[src/logic/fviu_pkg.sv]
// package: constants and carrier types of the four vector interrupt unit
package fviu_pkg;
    localparam int PC_W = 16;
    localparam int PERIPH_N = 16;
    localparam logic [PC_W-1:0] VEC_EXT_PIN = 16'h0008;
    localparam logic [PC_W-1:0] VEC_TIMER0 = 16'h0010;
    localparam logic [PC_W-1:0] VEC_CLOCK_PIN = 16'h0018;
    localparam logic [PC_W-1:0] VEC_PERIPH = 16'h0020;
    localparam int GLOBAL_DISABLE_BIT = 4;
    localparam int EXT_EDGE_SEL_BIT = 7;
    localparam int CLK_EDGE_SEL_BIT = 6;
    localparam int EXT_ENABLE_BIT = 0;
    localparam int TIMER0_ENABLE_BIT = 1;
    localparam int CLK_ENABLE_BIT = 2;
    localparam int PERIPH_ENABLE_BIT = 3;
    localparam int EXT_FLAG_BIT = 4;
    localparam int TIMER0_FLAG_BIT = 5;
    localparam int CLK_FLAG_BIT = 6;
    localparam int PERIPH_PEND_BIT = 7;
    localparam logic RST_GLOBAL_DISABLE = 1'b1;
    localparam logic [7:0] RST_INT_STATUS = 8'h00;
    localparam logic [7:0] RST_TIMER0_STATUS = 8'h00;

    typedef enum logic [1:0] {SRC_EXT, SRC_TIMER0, SRC_CLOCK, SRC_PERIPH} fviu_src_t;

    // software access to the three status bytes seen by this block
    typedef struct packed {
        logic writeEn;
        logic [7:0] data;
    } fviu_wr_t;

    // jump request toward the core program counter and stack
    typedef struct packed {
        logic take;
        logic [PC_W-1:0] vector;
    } fviu_jump_t;
endpackage : fviu_pkg

[src/logic/fviu_unit.sv]
// four vector interrupt unit: sources, flags, priority and vectoring
`timescale 1ns/10ps
`default_nettype none
module fviu_unit
    import fviu_pkg::*;
(
    input wire logic clock,
    input wire logic rst_n,
    input wire logic extIntPin,
    input wire logic timerClockPin,
    input wire logic timer0Overflow,
    input wire logic [PERIPH_N-1:0] periphFlagRegs,
    input wire logic [PERIPH_N-1:0] periphEnableRegs,
    input wire logic [PERIPH_N-1:0] periphWakeCapable,
    input wire fviu_wr_t cpuStatusWr,
    input wire fviu_wr_t timer0StatusWr,
    input wire fviu_wr_t intStatusWr,
    input wire logic returnFromIntInstr,
    input wire logic [PC_W-1:0] returnPc,
    output logic globalIntDisable,
    output logic [7:0] intStatusReg,
    output logic [7:0] timer0StatusReg,
    output fviu_jump_t jumpReq,
    output logic [PC_W-1:0] pushAddr,
    output logic pushStack,
    output logic popStack,
    output logic wakeReq
);

    ////////////////////////////////////////////////////////////////////////
    // pin synchronisers and edge detection
    logic [1:0] extSync_q;
    logic [1:0] clkSync_q;
    logic extLast_q;
    logic clkLast_q;

    always_ff @(posedge clock or negedge rst_n)
    begin
        if (!rst_n)
        begin
            extSync_q <= 2'h0;
            clkSync_q <= 2'h0;
            extLast_q <= 1'b0;
            clkLast_q <= 1'b0;
        end
        else
        begin
            extSync_q <= {extSync_q[0], extIntPin};
            clkSync_q <= {clkSync_q[0], timerClockPin};
            extLast_q <= extSync_q[1];
            clkLast_q <= clkSync_q[1];
        end
    end

    logic extEdge;
    logic clkEdge;
    assign extEdge = timer0StatusReg[EXT_EDGE_SEL_BIT] ? (extSync_q[1] & ~extLast_q)
                                                       : (~extSync_q[1] & extLast_q);
    assign clkEdge = timer0StatusReg[CLK_EDGE_SEL_BIT] ? (clkSync_q[1] & ~clkLast_q)
                                                       : (~clkSync_q[1] & clkLast_q);

    ////////////////////////////////////////////////////////////////////////
    // timer0 status: edge selects only, other bits belong to the timer
    always_ff @(posedge clock or negedge rst_n)
    begin
        if (!rst_n)
            timer0StatusReg <= RST_TIMER0_STATUS;
        else if (timer0StatusWr.writeEn)
            timer0StatusReg <= timer0StatusWr.data;
    end

    ////////////////////////////////////////////////////////////////////////
    // peripheral pending, read only
    logic periphPending;
    // or of flag and enable pairs
    assign periphPending = |(periphFlagRegs & periphEnableRegs);

    ////////////////////////////////////////////////////////////////////////
    // interrupt status: flags and enables; event set wins over software clear
    logic [7:0] intStatus_d;
    always_comb
    begin
        intStatus_d = intStatusReg;
        if (intStatusWr.writeEn)
            intStatus_d = intStatusWr.data;
        if (extEdge)
            intStatus_d[EXT_FLAG_BIT] = 1'b1;
        if (timer0Overflow)
            intStatus_d[TIMER0_FLAG_BIT] = 1'b1;
        if (clkEdge)
            intStatus_d[CLK_FLAG_BIT] = 1'b1;
        intStatus_d[PERIPH_PEND_BIT] = periphPending;
    end

    // ext, timer0 and clock pin flags held until software clears them; the pending bit follows periphPending
    always_ff @(posedge clock or negedge rst_n)
    begin
        if (!rst_n)
            intStatusReg <= RST_INT_STATUS;
        else
            intStatusReg <= intStatus_d;
    end

    ////////////////////////////////////////////////////////////////////////
    // request qualification and priority
    logic [3:0] srcReq;
    assign srcReq[0] = intStatusReg[EXT_FLAG_BIT] & intStatusReg[EXT_ENABLE_BIT];
    assign srcReq[1] = intStatusReg[TIMER0_FLAG_BIT] & intStatusReg[TIMER0_ENABLE_BIT];
    assign srcReq[2] = intStatusReg[CLK_FLAG_BIT] & intStatusReg[CLK_ENABLE_BIT];
    assign srcReq[3] = periphPending & intStatusReg[PERIPH_ENABLE_BIT];

    logic accept;
    assign accept = (|srcReq) & ~globalIntDisable & ~returnFromIntInstr;

    fviu_src_t winner;
    logic [PC_W-1:0] winVector;
    always_comb
    begin
        if (srcReq[0])
            winner = SRC_EXT;
        else if (srcReq[1])
            winner = SRC_TIMER0;
        else if (srcReq[2])
            winner = SRC_CLOCK;
        else
            winner = SRC_PERIPH;
    end

    always_comb
    begin
        unique case (winner)
            SRC_EXT: winVector = VEC_EXT_PIN;
            SRC_TIMER0: winVector = VEC_TIMER0;
            SRC_CLOCK: winVector = VEC_CLOCK_PIN;
            SRC_PERIPH: winVector = VEC_PERIPH;
        endcase
    end

    ////////////////////////////////////////////////////////////////////////
    // global disable: reset, accept, return and software writes
    always_ff @(posedge clock or negedge rst_n)
    begin
        if (!rst_n)
            globalIntDisable <= RST_GLOBAL_DISABLE;
        else if (accept)
            globalIntDisable <= 1'b1;
        else if (returnFromIntInstr)
            globalIntDisable <= 1'b0;
        else if (cpuStatusWr.writeEn)
            globalIntDisable <= cpuStatusWr.data[GLOBAL_DISABLE_BIT];
    end

    ////////////////////////////////////////////////////////////////////////
    // core side strobes; only the return pc is saved, nothing else
    always_ff @(posedge clock or negedge rst_n)
    begin
        if (!rst_n)
        begin
            jumpReq <= '0;
            pushAddr <= '0;
            pushStack <= 1'b0;
            popStack <= 1'b0;
        end
        else
        begin
            jumpReq.take <= accept;
            jumpReq.vector <= accept ? winVector : jumpReq.vector;
            pushStack <= accept;
            pushAddr <= accept ? returnPc : pushAddr;
            popStack <= returnFromIntInstr;
        end
    end

    ////////////////////////////////////////////////////////////////////////
    // wake from sleep ignores global disable so a disabled core still wakes
    always_ff @(posedge clock or negedge rst_n)
    begin
        if (!rst_n)
            wakeReq <= 1'b0;
        else
            wakeReq <= srcReq[0] | srcReq[2]
                       | (|(periphFlagRegs & periphEnableRegs & periphWakeCapable)
                          & intStatusReg[PERIPH_ENABLE_BIT]);
    end

    ////////////////////////////////////////////////////////////////////////
    // assertions
    reset_disable_a:
        assert property (@(posedge clock) $rose(rst_n) |-> globalIntDisable)
        else $error("global disable not set after reset");
    blocked_global_a:
        assert property (@(posedge clock) disable iff (!rst_n)
            $past(globalIntDisable) && !$past(rst_n) == 1'b0 |-> !jumpReq.take)
        else $error("interrupt taken while disabled");
    entry_sets_a:
        assert property (@(posedge clock) disable iff (!rst_n)
            jumpReq.take |-> globalIntDisable && pushStack)
        else $error("entry without disable or push");
    return_clear_a:
        assert property (@(posedge clock) disable iff (!rst_n)
            returnFromIntInstr |=> !globalIntDisable && popStack)
        else $error("return did not re-enable");
    ext_vector_a:
        assert property (@(posedge clock) disable iff (!rst_n)
            accept && srcReq[0] |=> jumpReq.vector == VEC_EXT_PIN)
        else $error("wrong external vector");
    periph_vector_a:
        assert property (@(posedge clock) disable iff (!rst_n)
            accept && srcReq == 4'h8 |=> jumpReq.vector == VEC_PERIPH)
        else $error("wrong peripheral vector");
    clock_prio_a:
        assert property (@(posedge clock) disable iff (!rst_n)
            accept && srcReq[2:0] == 3'h4 |=> jumpReq.vector == VEC_CLOCK_PIN)
        else $error("priority order broken");
    flag_sticky_a:
        assert property (@(posedge clock) disable iff (!rst_n)
            extEdge |=> intStatusReg[EXT_FLAG_BIT])
        else $error("external flag not set");
    periph_mask_a:
        assert property (@(posedge clock) disable iff (!rst_n)
            !intStatusReg[PERIPH_ENABLE_BIT] |-> !srcReq[3])
        else $error("peripheral not masked");
    pend_or_a:
        assert property (@(posedge clock) disable iff (!rst_n)
            ##1 intStatusReg[PERIPH_PEND_BIT] == $past(periphPending))
        else $error("pending bit mismatch");
    timer_vector_a:
        assert property (@(posedge clock) disable iff (!rst_n)
            accept && srcReq[1:0] == 2'h2 |=> jumpReq.vector == VEC_TIMER0)
        else $error("wrong timer vector");
    take_pulse_a:
        assert property (@(posedge clock) disable iff (!rst_n)
            jumpReq.take |=> !jumpReq.take)
        else $error("jump request longer than one cycle");
    push_addr_a:
        assert property (@(posedge clock) disable iff (!rst_n)
            accept |=> pushAddr == $past(returnPc))
        else $error("pushed address is not the return pc");
    clk_flag_a:
        assert property (@(posedge clock) disable iff (!rst_n)
            clkEdge |=> intStatusReg[CLK_FLAG_BIT])
        else $error("clock pin flag not set");
    ext_mask_a:
        assert property (@(posedge clock) disable iff (!rst_n)
            !intStatusReg[EXT_ENABLE_BIT] |-> !srcReq[0])
        else $error("external request not masked");
    ext_wake_a:
        assert property (@(posedge clock) disable iff (!rst_n)
            srcReq[0] |=> wakeReq)
        else $error("external request did not wake");
    timer_flag_a:
        assert property (@(posedge clock) disable iff (!rst_n)
            timer0Overflow |=> intStatusReg[TIMER0_FLAG_BIT])
        else $error("timer flag not set");

    ext_take_c: cover property (@(posedge clock) accept && winner == SRC_EXT);
    periph_take_c: cover property (@(posedge clock) accept && winner == SRC_PERIPH);
    return_c: cover property (@(posedge clock) jumpReq.take ##[1:20] returnFromIntInstr);
    wake_c: cover property (@(posedge clock) wakeReq && globalIntDisable);
    clock_wake_c: cover property (@(posedge clock) wakeReq && intStatusReg[CLK_FLAG_BIT]);

endmodule : fviu_unit
`default_nettype wire

[config.mk]
export PLATFORM = sky130hd
export DESIGN_NAME = fviu_unit
export DESIGN_NICKNAME = d
export VERILOG_FILES = /design/src/logic/fviu_pkg.sv /design/src/logic/fviu_unit.sv
export SDC_FILE = /design/constraint.sdc
export NUM_CORES = 1
export LEC_CHECK = 0
export ABC_AREA = 1
export BUFFER_PORTS_ARGS = -buffer_cell sky130_fd_sc_hd__buf_2
export CORE_AREA = 2 2 71 73
export CTS_BUF_LIST = sky130_fd_sc_hd__clkbuf_4 sky130_fd_sc_hd__clkbuf_8
export CTS_CLUSTER_DIAMETER = 50
export DETAILED_ROUTE_END_ITERATION = 12
export DIE_AREA = 0 0 73 75
export PLACE_DENSITY_LB_ADDON = 0.08
export SLEW_MARGIN = 20
export SYNTH_ARGS = -nofsm -noshare
export SYNTH_HDL_FRONTEND = slang
export SYNTH_SLANG_ARGS = --single-unit
[constraint.sdc]
create_clock -name clock -period 2.5 [get_ports clock]
set_input_delay 0.625 -clock clock [delete_from_list [all_inputs] [get_ports clock]]
set_output_delay 0.625 -clock clock [all_outputs]
set_load 0.02 [all_outputs]
==> results.sh <==
export IMPL_peakVddDrop_mv=0.359
export IMPL_syn_avg_cell_area_um2=8.71
export IMPL_antenna_left=0
export IMPL_synthArstFlopShare_pct=100
export IMPL_holdPathStages=0
export IMPL_min_from="clkSync_q[0]"
export IMPL_setup_viol=0
export IMPL_hold_class="reg -> reg"
export IMPL_grt_busiest_layer="met2"
export IMPL_regArea_um2=1130
export IMPL_clock_skew_ns=0.00493
export IMPL_routed_wl_mm=4.73
export IMPL_r2r_cells=8
export IMPL_nNetsFinal=465
export IMPL_setup_slack_ns=0.877
export IMPL_tns_ns=0
export IMPL_die_h_um=75
export IMPL_finalHoldViolations=0
export IMPL_design_core_area_um2=4660
export IMPL_critPathCaptureType="register"
export IMPL_synth_xor_area_share_pct=0
export IMPL_synth_compound_area_share_pct=3.02
export IMPL_muxShareOfSynthArea_pct=3.80
export IMPL_grt_ovfl_total=0
export IMPL_drv_slew=0
export IMPL_synth_ff_type="dfrtp_1"
export IMPL_syn_area_um2=2070
export IMPL_syn_inst=238
export IMPL_grt_first_pass_wirelength_mm=7.42
export IMPL_firstDrtPassIters=4
export IMPL_gp_routability_congestion=0.756
export IMPL_status="completed"
export IMPL_cts_sinks=45
export IMPL_tritoncts="built"
export IMPL_synthAdderAreaFrac_pct=0.604
export IMPL_grt_max_degree=46
export IMPL_arrival_ns=1.85
export IMPL_ioPinCount=150
export IMPL_cts_setup_buffers=0
export IMPL_clock_latency_ns=0.29
export IMPL_multi_input_area_um2=798
export IMPL_grt_met3_usage_pct=5.76
export IMPL_syn_to_final_growth_pct=34.5
export IMPL_die_w_um=73
export IMPL_met1_usage_pct=20.0
export IMPL_period_needed_ns=1.62
export IMPL_maxCapViolations=0
export IMPL_hpwlAfterDp_mm=3.69
export IMPL_yosysMostFrequentCell="nand2_1"
export IMPL_grt_use_total_pct=17.3
export IMPL_drc=0
export IMPL_dp_slack_ns=0.563
export IMPL_via_per_inst=4.73
export IMPL_max_slew_margin_rel_pct=63.5
export IMPL_synthSimpleGateAreaFrac_pct=28.7
export IMPL_die_area_um2=5480
export IMPL_cts_resized=0
export IMPL_drive_gt1_share_pct=40.8
export IMPL_cts_max_level=2
export IMPL_use_met2_pct=30.2
export IMPL_rrSetupSlack_ns=1.03
export IMPL_yosysSeqAreaShare_pct=54.4
export IMPL_power_total_uw=1950
export IMPL_start_util_pct=44.5
export IMPL_period_share_pct=64.9
export IMPL_synth_top_area_share_pct=53.1
export IMPL_synth_top_family_by_area="simple AND/OR/NAND/NOR gates"
export IMPL_ys_top_cells_by_count="nand2_1, dfrtp_1, nand3_1, buf_4, nor2_1"
export IMPL_cts_max_path_buffers=2
export IMPL_synth_edff_count=0
export IMPL_crit_path_start_kind="input pin"
export IMPL_powerDensity_nw_per_um2=700
export IMPL_yosys_register_bits=45
export IMPL_post_drt_wl_per_cell_um=11.2
export IMPL_hold_buffers=0
export IMPL_antenna_cells=0
export IMPL_ys_warn_count=0
export IMPL_synthTopCellsByArea="dfrtp_1, nand2_1, nand3_1, buf_4, mux2_2"
export IMPL_clock_root_buffer="clkbuf_8"
export IMPL_nFillCells=458
export IMPL_min_to="clkSync_q[1]"
export IMPL_path_clk_slew_ns=0.08
export IMPL_worst_pin_slew_ns=0.548
export IMPL_cp_max_fo=14
export IMPL_via_count=1995
export IMPL_synth_top_area_cell="dfrtp_1"
export IMPL_p_leak_uw=0.00161
export IMPL_antenna_found_initial=0
export IMPL_synth_cell_types=20
export IMPL_drt_iter0_drc=44
export IMPL_io_buffer_count=128
export IMPL_grt_pass1_vias=1763
export IMPL_utilization_pct=59.8
export IMPL_crit_type="in -> reg"
export IMPL_cts_made_buffers=5
export IMPL_max_freq_mhz=616
export IMPL_required_ns=2.73
export IMPL_rows=25
export IMPL_rr_endpoint="pushAddr[6]"
export IMPL_reg2reg_from="intStatusReg[4]"
export IMPL_rsz0062_at_grt="false"
-- how the worst max path moves through the flow --
stage                         startpoint          endpoint  slack (ns)  depth (start not counted)
floorplan              periphFlagRegs[6]      pushAddr[10]        0.95                         10
global route        periphEnableRegs[14]      pushAddr[12]        0.70                         11
finish                periphFlagRegs[14]       pushAddr[6]        0.88                         11
detailed placement    periphFlagRegs[11]       pushAddr[6]        0.56                         11
CTS                     globalIntDisable  globalIntDisable        0.87                          1
global placement       periphFlagRegs[7]       pushAddr[6]        0.57                         11
-- cell type report --
| type | count | share of cell area (%) |
|---|---|---|
| Clock inverter | 1 | 0.269 |
| Tap cell | 54 | 2.42 |
| Timing Repair Buffer | 132 | 24.0 |
| Clock buffer | 7 | 3.01 |
| Inverter | 9 | 1.21 |
| Sequential cell | 45 | 40.4 |
| Multi-Input combinational cell | 174 | 28.6 |
-- logic make-up after synthesis --
logic type / after synthesis
other: 1
adders and majority gates: 1
AOI/OAI and AO/OA: 11
buffers and inverters: 31
muxes: 7
DFF: 45
and+or+nand+nor: 142
-- registers in the layout (all words and copies together) (netlist names) --
signal,flops
extLast_q,1
jumpReq,3
popStack,1
pushStack,1
wakeReq,1
pushAddr,16
intStatusReg,8
clkLast_q,1
extSync_q,2
clkSync_q,2
globalIntDisable,1
timer0StatusReg,8
-- per-layer routing --
| metal | part of all wire, % | routed length (um) |
|---|---|---|
| met5 | 0 | 0 |
| met4 | 1.6 | 76 |
| met3 | 8.5 | 403 |
| met2 | 49 | 2330 |
| met1 | 40 | 1910 |
-- metrics by stage --
| step | area, um2 | hold slack, ns | std cells |
|---|---|---|---|
| finish | 2790 | 0.353 | 422 |
| global route | 2790 | 0.377 | 422 |
| CTS | 2790 | 0.356 | 422 |
| detailed placement | 2700 | 0.336 | 414 |
| global placement | 2700 | 0.332 | 414 |
| floorplan | 2120 | 0.329 | 250 |
-- power by group --
part           internal (uW)  switching [uW]
logic                    215             371
registers                851            65.0
clock network            220             229
-- worst max-delay path, stage by stage --
cell and delay (ns):
buf_2 0.10, nand2_1 0.07, nand2_1 0.06, nor2_1 0.14, nand2_1 0.07, o21ai_1 0.12, nand2_1 0.08, nand2_1 0.21
buf_4 0.25, nand2_1 0.07, nand2_1 0.06
-- layout by cell type, fill, tap and decap left out, drive strengths merged --
cell type    n
a21oi        3
a31oi        2
buf        132
clkbuf       7
clkinvlp     1
conb        13
dfrtp       44
dfstp        1
ha           1
inv          9
mux2         7
nand2       88
nand3       36
nand4        5
nor2        13
o21ai        4
o31ai        2
Note: power is estimated with default switching activity, not from simulation.
